**src/pkg/cpualu_pkg.sv**
```systemverilog
// Package for the core ALU: operation codes, widths, flag positions.
// Assumes a single core clock; operand routing done by the decoder.
package cpualu_pkg;

    localparam int WORD_W   = 16;
    localparam int BYTE_W   = 8;
    localparam int MUL_W    = 17;
    localparam int LIT_W    = 5;
    localparam int SHAMT_W  = 4;
    localparam int DIV_STEPS = 16;

    // Flag positions within the flag vector presented by the block
    localparam int FLG_CARRY = 0;
    localparam int FLG_ZERO  = 1;
    localparam int FLG_NEG   = 2;
    localparam int FLG_OVF   = 3;
    localparam int FLG_DIGIT = 4;
    localparam int FLG_W     = 5;
    localparam logic [4:0] FLAGS_RESET = 5'h00;

    typedef enum logic [3:0] {
        OP_ADD, OP_SUB, OP_AND, OP_OR, OP_XOR,
        OP_ARITH_RIGHT_SHIFT, OP_LEFT_SHIFT, OP_LOGICAL_RIGHT_SHIFT,
        OP_MUL, OP_DIV, OP_NOP
    } cpualu_op_e;

    // Multiply modes
    typedef enum logic [2:0] {
        MUL_SS, MUL_UU, MUL_SLIT, MUL_ULIT, MUL_US, MUL_BB
    } cpualu_mul_e;

    // Destination select
    localparam logic DST_WREG = 1'b0;
    localparam logic DST_MEM  = 1'b1;

endpackage

```
**src/cpualu_div.sv**
```systemverilog
// Iterative restoring divider: 32/16 or 16/16, signed or unsigned.
// Assumes start only while idle; results appear with done pulse.
`timescale 1ns/1ps
module cpualu_div #(
    parameter int STEPS = cpualu_pkg::DIV_STEPS
)(
    // Clock and reset
    input  wire logic        clk,
    input  wire logic        rst,
    // Request
    input  wire logic        start,
    input  wire logic        is_signed,
    input  wire logic        is_long,
    input  wire logic [31:0] dividend,
    input  wire logic [15:0] divisor,
    // Answer
    output logic             busy,
    output logic             done,
    output logic [15:0]      quot,
    output logic [15:0]      rem
);
    initial
    begin
        if (STEPS != cpualu_pkg::WORD_W)
            $error("divider steps must equal word width");
    end

    logic [31:0] rq_q,  rq_d;
    logic [16:0] acc_q, acc_d;
    logic [15:0] dvs_q;
    logic [4:0]  cnt_q;
    logic        nq_q, nr_q, busy_q, done_q;
    logic [15:0] quot_q, rem_q;

    // Sign handling: divide magnitudes, fix signs at the end
    wire [31:0] dvd_ext = is_long ? dividend
                        : (is_signed ? {{16{dividend[15]}}, dividend[15:0]}
                                     : {16'h0000, dividend[15:0]});
    wire        dvd_neg = is_signed & dvd_ext[31];
    wire        dvs_neg = is_signed & divisor[15];
    wire [31:0] dvd_mag = dvd_neg ? 32'h00000000 - dvd_ext : dvd_ext;
    wire [15:0] dvs_mag = dvs_neg ? 16'h0000 - divisor : divisor;

    // Long dividend: upper half preloads accumulator, one step per divisor bit
    wire [16:0] trial = {acc_q[15:0], rq_q[15]} - {1'b0, dvs_q};
    wire        take  = ~trial[16];
    wire [16:0] acc_nx = take ? trial : {acc_q[15:0], rq_q[15]};
    wire [15:0] q_fin = {rq_q[14:0], take};
    wire [15:0] r_fin = acc_nx[15:0];
    wire        last  = (cnt_q == 5'(STEPS - 1));

    assign acc_d = acc_nx;
    assign rq_d  = {rq_q[31:16], rq_q[14:0], take};

    always_ff @(posedge clk or posedge rst)
    begin
        if (rst)
        begin
            rq_q <= 32'h00000000; acc_q <= 17'h00000; dvs_q <= 16'h0000;
            cnt_q <= 5'h00; nq_q <= 1'b0; nr_q <= 1'b0;
            busy_q <= 1'b0; done_q <= 1'b0;
            quot_q <= 16'h0000; rem_q <= 16'h0000;
        end
        else if (start && !busy_q)
        begin
            rq_q  <= {16'h0000, dvd_mag[15:0]};
            acc_q <= {1'b0, dvd_mag[31:16]};
            dvs_q <= dvs_mag;
            nq_q  <= dvd_neg ^ dvs_neg;
            nr_q  <= dvd_neg;
            cnt_q <= 5'h00;
            busy_q <= 1'b1;
            done_q <= 1'b0;
        end
        else if (busy_q)
        begin
            acc_q <= acc_d;
            rq_q  <= rq_d;
            cnt_q <= cnt_q + 5'h01;
            if (last)
            begin
                busy_q <= 1'b0;
                done_q <= 1'b1;
                quot_q <= nq_q ? 16'h0000 - q_fin : q_fin;
                rem_q  <= nr_q ? 16'h0000 - r_fin : r_fin;
            end
        end
        else
            done_q <= 1'b0;
    end

    assign busy = busy_q;
    assign done = done_q;
    assign quot = quot_q;
    assign rem  = rem_q;

    ////////////////////////////////////////////////////////////////////
    // Busy run counted here: a sixteen-deep repetition is too costly
    logic [4:0]  busy_run_q;

    always_ff @(posedge clk or posedge rst)
    begin
        if (rst)
            busy_run_q <= 5'h00;
        else if (busy_q)
            busy_run_q <= busy_run_q + 5'h01;
        else
            busy_run_q <= 5'h00;
    end

    chk_div_length: assert property (@(posedge clk) disable iff (rst)
        start && !busy |=> busy ##15 busy ##1 (done && !busy))
        else $error("divide did not finish in sixteen steps");
    chk_div_count: assert property (@(posedge clk) disable iff (rst)
        done |-> busy_run_q == 5'(STEPS))
        else $error("divide busy run not one cycle per bit");
    chk_div_hold: assert property (@(posedge clk) disable iff (rst)
        busy |-> $stable(quot) && $stable(rem))
        else $error("divide results moved mid operation");
endmodule

```
**src/cpualu_top.sv**
```systemverilog
// ALU of the 16-bit core: add/sub/logic, shifts, multiplier, divider.
// Assumes the decoder supplies operands and routes results; one clock.
// Behaviour
// - 16-bit add, subtract, shift and logic
// - arithmetic uses two's complement values
// - add/subtract update carry, zero, negative, overflow, digit; shifts carry, zero, negative; logic zero, negative
// - subtraction carry flags mean not-borrow
// - byte or word width per instruction
// - operands and results by register or memory
// - 17x17 multiplier for mixed signedness
// - six multiply modes incl. literal, byte
// - 32/16 and 16/16 division, signed, unsigned
// - quotient and remainder to result registers
// - divisor any register, dividend aligned pair
// - one cycle per divisor bit
// - single-cycle shifts up to fifteen bits
// - multi-bit shifts register direct only
// - arithmetic right, left, logical right shifts
`timescale 1ns/1ps
module cpualu_top (
    // Clock and reset
    input  wire logic        clk,
    input  wire logic        rst,
    // Operation request
    input  wire logic        op_valid,
    input  wire logic [3:0]  op_code,
    input  wire logic [2:0]  mul_mode,
    input  wire logic        byte_mode,
    input  wire logic        div_signed,
    input  wire logic        div_long,
    input  wire logic        src_is_mem,
    input  wire logic        dst_is_mem,
    input  wire logic        carry_in,
    // Operands
    input  wire logic [15:0] op_a,
    input  wire logic [15:0] op_b,
    input  wire logic [15:0] op_a_hi,
    input  wire logic [4:0]  literal,
    input  wire logic [3:0]  shift_amt,
    // Result
    output logic             res_valid,
    output logic [31:0]      res_data,
    output logic             res_to_mem,
    output logic             busy,
    output logic             op_refused,
    // Status and divide results
    output logic [4:0]       status_flags,
    output logic [15:0]      quotient_result_reg,
    output logic [15:0]      remainder_result_reg
);
    ////////////////////////////////////////////////////////////////////
    wire is_add = op_code == 4'(cpualu_pkg::OP_ADD);
    wire is_sub = op_code == 4'(cpualu_pkg::OP_SUB);
    wire is_and = op_code == 4'(cpualu_pkg::OP_AND);
    wire is_or  = op_code == 4'(cpualu_pkg::OP_OR);
    wire is_xor = op_code == 4'(cpualu_pkg::OP_XOR);
    wire is_shra = op_code == 4'(cpualu_pkg::OP_ARITH_RIGHT_SHIFT);
    wire is_shl  = op_code == 4'(cpualu_pkg::OP_LEFT_SHIFT);
    wire is_shrl = op_code == 4'(cpualu_pkg::OP_LOGICAL_RIGHT_SHIFT);
    wire is_mul = op_code == 4'(cpualu_pkg::OP_MUL);
    wire is_div = op_code == 4'(cpualu_pkg::OP_DIV);
    wire is_shift = is_shra | is_shl | is_shrl;
    wire div_busy;

    // Multi-bit shifts accept register operands only
    wire bad_mode = is_shift && (shift_amt != 4'h1)
                  && (src_is_mem || dst_is_mem);
    wire go = op_valid && !div_busy && !bad_mode;

    ////////////////////////////////////////////////////////////////////
    // Adder: subtract is a + ~b + 1, carry reads as not-borrow
    wire [15:0] b_eff = is_sub ? ~op_b : op_b;
    wire        cin   = is_sub ? 1'b1 : carry_in & 1'b0;
    wire [4:0]  nib   = {1'b0, op_a[3:0]} + {1'b0, b_eff[3:0]}
                      + {4'h0, cin};
    wire [8:0]  sum8  = {1'b0, op_a[7:0]} + {1'b0, b_eff[7:0]} + {8'h00, cin};
    wire [16:0] sum16 = {1'b0, op_a} + {1'b0, b_eff} + {16'h0000, cin};

    // Shifter: one cycle, any amount 0..15
    wire [15:0] shra_w = 16'($signed(op_a) >>> shift_amt);
    wire [7:0]  shra_b = 8'($signed(op_a[7:0]) >>> shift_amt);
    wire [15:0] shl_w  = op_a << shift_amt;
    wire [15:0] shrl_w = op_a >> shift_amt;
    wire [15:0] shrl_b = {8'h00, op_a[7:0] >> shift_amt};
    wire [15:0] shr    = is_shra ? (byte_mode ? {8'h00, shra_b} : shra_w)
                       : is_shl ? shl_w : shrl_w;
    wire [15:0] shres  = (is_shrl && byte_mode) ? shrl_b : shr;
    // Last bit shifted out goes to carry
    wire [4:0]  amt_m1  = {1'b0, shift_amt} - 5'h01;
    wire [4:0]  top_idx = byte_mode ? 5'h08 : 5'h10;
    wire [4:0]  shl_idx = top_idx - {1'b0, shift_amt};
    wire        sh_cout = (shift_amt == 4'h0) ? 1'b0
                        : is_shl ? op_a[shl_idx[3:0]]
                        : op_a[amt_m1[3:0]];

    ////////////////////////////////////////////////////////////////////
    // Multiplier: 17x17 signed core, operands extended per mode
    wire a_sx = (mul_mode == 3'(cpualu_pkg::MUL_SS))
             || (mul_mode == 3'(cpualu_pkg::MUL_SLIT));
    wire b_sx = (mul_mode == 3'(cpualu_pkg::MUL_SS))
             || (mul_mode == 3'(cpualu_pkg::MUL_US));
    wire lit  = (mul_mode == 3'(cpualu_pkg::MUL_SLIT))
             || (mul_mode == 3'(cpualu_pkg::MUL_ULIT));
    wire mbb  = mul_mode == 3'(cpualu_pkg::MUL_BB);
    wire [16:0] ma = mbb ? {9'h000, op_a[7:0]}
                   : {a_sx & op_a[15], op_a};
    wire [16:0] mb = mbb ? {9'h000, op_b[7:0]}
                   : lit ? {12'h000, literal}
                   : {b_sx & op_b[15], op_b};
    wire signed [33:0] prod = $signed(ma) * $signed(mb);

    ////////////////////////////////////////////////////////////////////
    // Result mux, byte or word width
    wire [15:0] logic_r = is_and ? (op_a & op_b)
                        : is_or ? (op_a | op_b) : (op_a ^ op_b);
    wire [15:0] arith_r = is_shift ? shres
                        : (is_add | is_sub) ? sum16[15:0] : logic_r;
    wire [15:0] narrow  = byte_mode ? {8'h00, arith_r[7:0]}
                        : arith_r;
    wire        msb     = byte_mode ? narrow[7] : narrow[15];
    wire        zero    = narrow == 16'h0000;
    wire        carry   = is_shift ? sh_cout
                        : byte_mode ? sum8[8] : sum16[16];
    wire        sa = byte_mode ? op_a[7] : op_a[15];
    wire        sb = byte_mode ? b_eff[7] : b_eff[15];
    wire        ovf = (is_add | is_sub) & (sa == sb) & (msb != sa);
    wire        upd_arith = is_add | is_sub;
    wire        upd_nz = upd_arith | is_shift | is_and | is_or | is_xor;

    ////////////////////////////////////////////////////////////////////
    wire [15:0] q_w;
    wire [15:0] r_w;
    wire        div_done;
    cpualu_div #(.STEPS(cpualu_pkg::DIV_STEPS)) cpualu_div_i (
        .clk      (clk),
        .rst      (rst),
        .start    (go && is_div),
        .is_signed(div_signed),
        .is_long  (div_long),
        .dividend ({op_a_hi, op_a}),
        .divisor  (op_b),
        .busy     (div_busy),
        .done     (div_done),
        .quot     (q_w),
        .rem      (r_w)
    );

    ////////////////////////////////////////////////////////////////////
    logic [4:0]  flags_q;
    logic [31:0] res_q;
    logic        rv_q, rm_q, rf_q, dm_q;

    always_ff @(posedge clk or posedge rst)
    begin
        if (rst)
        begin
            flags_q <= cpualu_pkg::FLAGS_RESET;
            res_q <= 32'h00000000;
            rv_q <= 1'b0; rm_q <= 1'b0; rf_q <= 1'b0; dm_q <= 1'b0;
        end
        else
        begin
            rf_q <= op_valid && bad_mode;
            rv_q <= (go && !is_div && op_code != 4'(cpualu_pkg::OP_NOP))
                    || div_done;
            if (go && is_div)
                dm_q <= dst_is_mem;
            if (div_done)
            begin
                res_q <= {r_w, q_w};
                rm_q  <= dm_q;
            end
            else if (go && !is_div)
            begin
                res_q <= is_mul ? prod[31:0] : {16'h0000, narrow};
                rm_q  <= dst_is_mem;
                if (upd_nz)
                begin
                    flags_q[cpualu_pkg::FLG_ZERO] <= zero;
                    flags_q[cpualu_pkg::FLG_NEG]  <= msb;
                end
                if (upd_arith | is_shift)
                    flags_q[cpualu_pkg::FLG_CARRY] <= carry;
                if (upd_arith)
                begin
                    flags_q[cpualu_pkg::FLG_OVF]   <= ovf;
                    flags_q[cpualu_pkg::FLG_DIGIT] <= nib[4];
                end
            end
        end
    end

    assign res_valid  = rv_q;
    assign res_data   = res_q;
    assign res_to_mem = rm_q;
    assign busy       = div_busy;
    assign op_refused = rf_q;
    assign status_flags = flags_q;
    assign quotient_result_reg  = q_w;
    assign remainder_result_reg = r_w;

    ////////////////////////////////////////////////////////////////////
    chk_sub_borrow: assert property (@(posedge clk) disable iff (rst)
        go && is_sub && !byte_mode |=>
        status_flags[0] == ($past(op_a) >= $past(op_b)))
        else $error("subtract carry is not not-borrow");
    chk_zero_flag: assert property (@(posedge clk) disable iff (rst)
        go && upd_nz |=> status_flags[1] == (res_data[15:0] == 16'h0000))
        else $error("zero flag disagrees with result");
    chk_byte_width: assert property (@(posedge clk) disable iff (rst)
        go && byte_mode && !is_mul |=> res_data[15:8] == 8'h00)
        else $error("byte result spills upper byte");
    chk_shift_left: assert property (@(posedge clk) disable iff (rst)
        go && is_shl && !byte_mode |=>
        res_data[15:0] == ($past(op_a) << $past(shift_amt)))
        else $error("left shift result wrong");
    chk_mult_uu: assert property (@(posedge clk) disable iff (rst)
        go && is_mul && mul_mode == 3'(cpualu_pkg::MUL_UU) |=>
        res_data == $past(op_a) * $past(op_b))
        else $error("unsigned product wrong");
    chk_shift_mode: assert property (@(posedge clk) disable iff (rst)
        op_valid && is_shift && shift_amt != 4'h1 && src_is_mem
        |=> op_refused && !res_valid)
        else $error("memory multi-bit shift accepted");
    chk_div_result: assert property (@(posedge clk) disable iff (rst)
        div_done |=> res_valid && res_data == {remainder_result_reg,
        quotient_result_reg})
        else $error("divide result not delivered");
    chk_add_ovf: assert property (@(posedge clk) disable iff (rst)
        go && is_add && !byte_mode && op_a == 16'h7FFF && op_b == 16'h0001
        |=> status_flags[3] && status_flags[2])
        else $error("signed overflow missed");
    cov_div: cover property (@(posedge clk) div_done);
    cov_sub: cover property (@(posedge clk) go && is_sub && byte_mode);
    cov_shra: cover property (@(posedge clk) go && is_shra && shift_amt == 4'hF);
endmodule

```
**config.mk**
```make
export PLATFORM = sky130hd
export DESIGN_NAME = cpualu_top
export DESIGN_NICKNAME = d
export VERILOG_FILES = /design/src/pkg/cpualu_pkg.sv /design/src/cpualu_div.sv /design/src/cpualu_top.sv
export SDC_FILE = /design/constraint.sdc
export NUM_CORES = 2
export LEC_CHECK = 0
export ABC_CLOCK_PERIOD_IN_PS = 5400
export BUFFER_PORTS_ARGS = -buffer_cell sky130_fd_sc_hd__buf_2
export CAP_MARGIN = 5
export CELL_PAD_IN_SITES_DETAIL_PLACEMENT = 0
export CELL_PAD_IN_SITES_GLOBAL_PLACEMENT = 1
export CORE_UTILIZATION = 49
export CTS_BUF_LIST = sky130_fd_sc_hd__clkbuf_16
export CTS_CLUSTER_DIAMETER = 60
export DETAILED_ROUTE_END_ITERATION = 16
export PLACE_DENSITY = 0.81
export SLEW_MARGIN = 20
export SYNTH_ARGS = -nofsm -noshare
export SYNTH_HDL_FRONTEND = slang
export SYNTH_HIERARCHICAL = 1
export SYNTH_SLANG_ARGS = --single-unit
```
**constraint.sdc**
```tcl
create_clock -name clk -period 5.4 [get_ports clk]
set_input_delay 0.54 -clock clk [delete_from_list [all_inputs] [get_ports clk]]
set_output_delay 0.54 -clock clk [all_outputs]
set_load 0.005 [all_outputs]
```
# --- Word-level counts from Yosys, hierarchy flattened ---
# Cells that the tools add are included.
word_totals:
  romBits: 0
  memories: 0
  reg_bits: 130
  ramBits: 0
  out_inout_bits: 73
  latch_bits: 0
op_classes:
  n_mul: 1
  bitwise: 21
  shift: 5
  n_eq_ne: 19
  div: 0
  addsub: 14
  n_reduce_logical: 28
  n_mux: 50
  magnitude_cmp: 2
op_table:
  columns: ["op", "n"]
  rows:
  - ["$mux W16", 18]
  - ["$mux W32", 6]
  - ["$mux W17", 3]
  - ["$sub A1 B16 Y16 const A", 3]
  - ["$mul A17 B17 Y32", 1]
  - ["$sub A1 B32 Y32 const A", 1]
  - ["$mux W1", 18]
  - ["$add A16 B16 Y17", 1]
  - ["$add A17 B1 Y17", 1]
  - ["$sub A17 B16 Y17", 1]
  - ["$and A16 B16 Y16", 1]
  - ["$eq A4 B3 Y1 const B", 4]
  - ["$logic_not A16 Y1", 1]
  - ["$not A16 Y16", 1]
  - ["$or A16 B16 Y16", 1]
  - ["$shl A16 B4 Y16", 1]
  - ["$shr A16 B4 Y16", 1]
  - ["$sshr A16 B4 Y16", 1]
  - ["$xor A16 B16 Y16", 1]
  - ["$reduce_and A3 Y1", 4]
  - ["$logic_and A1 B1 Y1", 10]
  - ["$lt A4 B5 Y1 const B", 2]
  - ["$mux W5", 2]
  - ["$add A8 B8 Y9", 1]
  - ["30 further kinds", 56]

# --- Longest topological paths before layout ---
logic_depth:
  ltp_word: 11
  ltp_mapped: 28
  mapped_depth_nobuf: 26

# --- By module ---
# The synthesis kept the hierarchy.
modules_own_cells:
  columns: ["mod", "instances", "area_each_um2", "cells_each"]
  rows:
  - ["cpualu_top", 1, 17241.5, 2102]
  - ["cpualu_div", 1, 6638.9, 821]

# --- Worst setup path after synthesis ---
# No wires, ideal clock.
synth_timing:
  kind: "in2reg"
  startpoint: "input port mul_mode[2]"
  endpoint: "register res_q[31], in the netlist res_data[31]"
  t_arrival_ns: 6.858
  setup_time_ns: 0.142
  slack_ns: -1.600
  stages: 27
  path_cell_list: "nand2b_1 clkbuf_1 clkbuf_1 nand2_1 clkbuf_1 nor2_1 fa_1 inv_1 fa_1 fa_1 fa_1 inv_1 fa_1 inv_1 fa_1 inv_1 ha_1 clkbuf_1 o311ai_0 o32a_1 o21ai_0 a41oi_1 a211oi_1 o21ai_0 a21oi_1 xnor2_1 o221ai_1"
synth_via:
  elab_chain_len: 9
synth_lines:
  columns: ["element", "line_no", "rtl"]
  rows:
  - ["start: declaration", "cpualu_top.sv:27", "input wire logic [2:0] mul_mode,"]
  - ["$eq A3 B3 Y1 or $logic_not A3 Y1 (tied branches)", "cpualu_top.sv:101, cpualu_top.sv:98, cpualu_top.sv:100", null]
  - ["$logic_or A1 B1 Y1", "cpualu_top.sv:101", "|| (mul_mode == 3'(cpualu_pkg::MUL_US));"]
  - ["$and A1 B1 Y1", "cpualu_top.sv:109", ": {b_sx & op_b[15], op_b};"]
  - ["$mux W17", "cpualu_top.sv:108", ": lit ? {12'h000, literal}"]
  - ["$mux W17", "cpualu_top.sv:107", "wire [16:0] mb = mbb ? {9'h000, op_b[7:0]}"]
  - ["$mul A17 B17 Y32 (*)", "cpualu_top.sv:110", "wire signed [33:0] prod = $signed(ma) * $signed(mb);"]
  - ["$mux W32 (*)", "cpualu_top.sv:175", "res_q <= is_mul ? prod[31:0] : {16'h0000, narrow};"]
  - ["$mux W32 (*)", "cpualu_top.sv:173", "else if (go && !is_div)"]
  - ["$mux W32 (*)", "cpualu_top.sv:168", "if (div_done)"]
  - ["end signal: assignment", "cpualu_top.sv:170", "res_q <= {r_w, q_w};"]
  - ["end signal: assignment", "cpualu_top.sv:175", null]
  - ["end: declaration", "cpualu_top.sv:150", "logic [31:0] res_q;"]
# Mark *: on every way between the ends. The rest lies on a longest branch, timed or not. The select of a mux whose other input is x is not followed.
# A chain may end at the register's enable or synchronous reset.

# --- Final worst setup path ---
layout_timing:
  startpoint: "input port mul_mode[2]"
  endpoint: "register res_q[27], in the netlist res_data[27]"
# Same word-level chain as after synthesis.

==> metrics.md <==
| Metric | Value |
|---|---|
| Status | `finished, violations left` |
| Violated checks | `negative setup slack` |
| Leading register cell type out of synthesis | `dfrtp_1` |
| First drt pass iteration count | `7` |
| DR vias | `~24k` |
| Vias in the first global route | `approximately 24k` |
| Post-synth top area share | `approximately a quarter` |
| Port bufs | `144` |
| Power Total | `22.4 mW` |
| Post-DR vias/cell | `roughly 6.2` |
| Chip Height | `approximately 220 um` |
| Total CTS buffers | `17` |
| CTS Hold Bufs | `0` |
| CP endpoint kind | `flip-flop` |
| Post-layout min period | `6.34 ns` |
| Tot GR Track Use | `between 40 and 50%` |
| Crit-path max FO | `7` |
| Global-route wire length before repair | `about 150 mm` |
| Setup TNS | `-16.43 ns` |
| Most numerous cell in the Yosys netlist | `inv_1` |
| Distinct cells, synth | `around 100` |
| Layout cells sized above 1 | `between 20% and 30%` |
| Nets | `between 3k and 4k` |
| Critical path launch point type | `input pin` |
| Number of flops mapped to enable cells by yosys | `0` |
| Antenna Nets Post-Route | `0` |
| WS Path Type | `in -> reg` |
| Total Wirelength | `103 mm` |
| Antenna violations before repair | `7` |
| Longest Clk Path Bufs | `2` |
| Worst Hold Class | `in -> async` |
| Max Fclk | `158 MHz` |
| Final-report setup violation count | `23` |
| P&R area growth vs syn | `25.2%` |
| Crit share post-route | `117%` |
| Critical path arrival | `around 6.6 ns` |
| Slew @ Worst Pin | `about 1.3 ns` |
| Pin count of the biggest net entering global routing | `68` |
| DIE WIDTH | `between 200 and 250 um` |
| Top post-synthesis cells by area | `fa_1, dfrtp_1, ha_1` |
| Synth cell count leaders | `inv_1, nand2_1, fa_1` |
| CTS H-tree depth | `4` |
| Gr ovfl total | `0` |
| Post-Syn Area per Cell | `8.17 um2` |
| RSZ-0062 raised after global routing | `true` |
| Half-perimeter wire length after placement | `~80 mm` |
| Clock insertion delay at the later pin of the skew report | `between 0.4 and 0.5 ns` |
| DIE AREA | `about 50000 um2` |
| Max-Cap Viols | `0` |
| I/O Pins | `about 150` |
| Fin. max-slew vios | `0` |
| Num Clock Sinks | `between 100 and 150` |
| Synth Instances | `roughly 3k` |
| Post-synth ARST share | `100%` |
| Clock slew at reported path FFs | `roughly 0.070 ns` |
| Synthesis Warnings | `6` |
| DR iter-0 viols | `2845` |
| PD cells | `~750 nW/um2` |
| Max Clock Skew | `about 0.012 ns` |
| Per-cell routed wire length | `between 20 and 30 um` |
| Worst IR drop on VDD | `around 960 uV` |
| Final GP Congestion | `1.08` |
| Clk root buf | `clkbuf_16` |
| CTS tree | `done` |
| Final worst slack | `-0.941 ns` |
| Core Box Area | `roughly 48000 um2` |
| Rel. slew slack | `13.7%` |
| Synth Cell Area | `23900 um2` |
| Cell taking the most area after synthesis | `fa_1` |
| Register bit total from synthesis | `130` |
| Row count | `80` |
| Residual DRC count | `0` |
| Final hold violation count | `0` |
| Syn Nets | `between 3k and 4k` |
| Sequential cell area fraction in the yosys report | `around 14%` |
| Leakage power total | `13.9 nW` |
| Starting Density | `49.8%` |
| WP data required | `around 5.7 ns` |
| Fillers | `4175` |
## cells in the final DEF (no fill, tap or decap), types with 12 or more instances in the layout
cell,count
and3_1,16
buf_12,14
dfrtp_1,128
nor3_1,55
nand2b_1,20
and2_1,27
mux2i_1,51
mux2_2,19
buf_2,139
nor2b_1,28
clkbuf_16,17
xor2_1,44
o31ai_1,26
o211ai_1,27
o21ai_0,174
xnor2_1,74
nand3_1,34
or3_1,23
buf_4,333
fa_1,261
nor2_1,238
a211oi_1,34
nand2_1,343
nor2_4,12
a21oi_1,125
nand2_2,13
o22ai_1,13
ha_1,125
ha_4,20
nor4_1,15
a21oi_2,12
o221ai_1,17
fa_2,23
inv_1,344
a22oi_1,14
inv_2,32
a31oi_1,17
buf_6,27
mux4_2,21
a21o_1,17
## logic make-up after synthesis
group,Yosys count,synth area share (%)
AOI/OAI and AO/OA,634,17.2
xor gates and xnor gates,132,4.92
adders and majority gates,437,31.8
buffers and inverters,552,9.12
DFF,130,13.6
muxes,94,5.15
and+or+nand+nor,944,18.1
## per-stage QoR
step	setup slack [ns]	instance area (um2)	hold slack, ns	util, %	std cells
6_report	-0.941	29900	0.272	62.4	3931
3_3_place_gp	-1.52	27500	0.456	57.4	3829
2_1_floorplan	-0.910	24400	0.449	-	2923
3_5_place_dp	-1.54	27500	0.473	57.4	3829
4_1_cts	-0.905	29100	0.314	60.7	3900
5_1_grt	-1.06	29900	0.326	62.4	3928
## cell type report
cell class | instances | area, um2 | share of cell area, %
repair buffers | 517 | 3840 | 12.8
diodes | 6 | 15.0 | 0.0502
multi-input cells | 2246 | 20000 | 66.7
clock buffers | 17 | 425 | 1.42
clock inverters | 15 | 170 | 0.569
inverters | 385 | 1470 | 4.91
flip-flops and latches | 130 | 3260 | 10.9
well taps | 615 | 769 | 2.57
## metal layers
| layer | vias up | track usage, % | part of all wire (%) |
|---|---|---|---|
| li1 | 10600 | - | - |
| met1 | 12000 | 55.9 | 40 |
| met2 | 1450 | 62.6 | 44 |
| met3 | 353 | 9.38 | 10 |
| met4 | 0 | 19.5 | 5.9 |
| met5 | - | 0 | 0 |
## worst max-delay path, cell delays in order
cell	delay, ns
buf_12	0.11
nand2b_4	0.22
mux2_4	0.40
buf_4	0.16
and3_4	0.17
fa_1	0.53
inv_1	0.05
fa_2	0.52
fa_1	0.41
inv_1	0.09
fa_1	0.43
fa_1	0.49
inv_1	0.05
fa_1	0.49
inv_2	0.06
ha_4	0.24
a21oi_2	0.17
nor2b_1	0.09
or3_4	0.37
nor3_4	0.20
a211oi_4	0.10
buf_6	0.15
o21a_1	0.19
nor2_2	0.12
xnor2_1	0.14
o221ai_1	0.12
## sequential cells by signal, indices dropped and copies added, names as in the netlist, 5 cells and up
name / count
res_data: 32
cpualu_div_i/cnt_q: 5
cpualu_div_i/acc_q: 16
status_flags: 5
cpualu_div_i/rq_q: 16
cpualu_div_i/dvs_q: 16
cpualu_div_i/quot: 16
cpualu_div_i/rem: 16
## where the power goes
part,internal (mW),switching [mW]
clock network,0.657,0.533
logic,8.75,10.7
registers,1.37,0.405
## final timing paths
check	from	endpoint	slack (ns)	cells after the start
min	rst	res_data[23]	0.27	2
max in group asynchronous	rst	cpualu_div_i/done	4.03	3
max	mul_mode[2]	res_data[27]	-0.94	26
max reg2reg	cpualu_div_i/rq_q[15]	cpualu_div_i/quot[12]	1.22	16
min reg2reg	dm_q	res_to_mem	0.48	2
min in group clk	op_valid	op_refused	0.37	3
## repair_timing
| item | in CTS | in global routing |
|---|---|---|
| pin swaps | 97 | 108 |
| gates cloned | 4 | 1 |
| endpoints found under the setup margin | 24 | 24 |
| setup buffers | 38 | 30 |
| resized for setup | 156 | 133 |
Note: power is estimated with default switching activity, not from simulation.
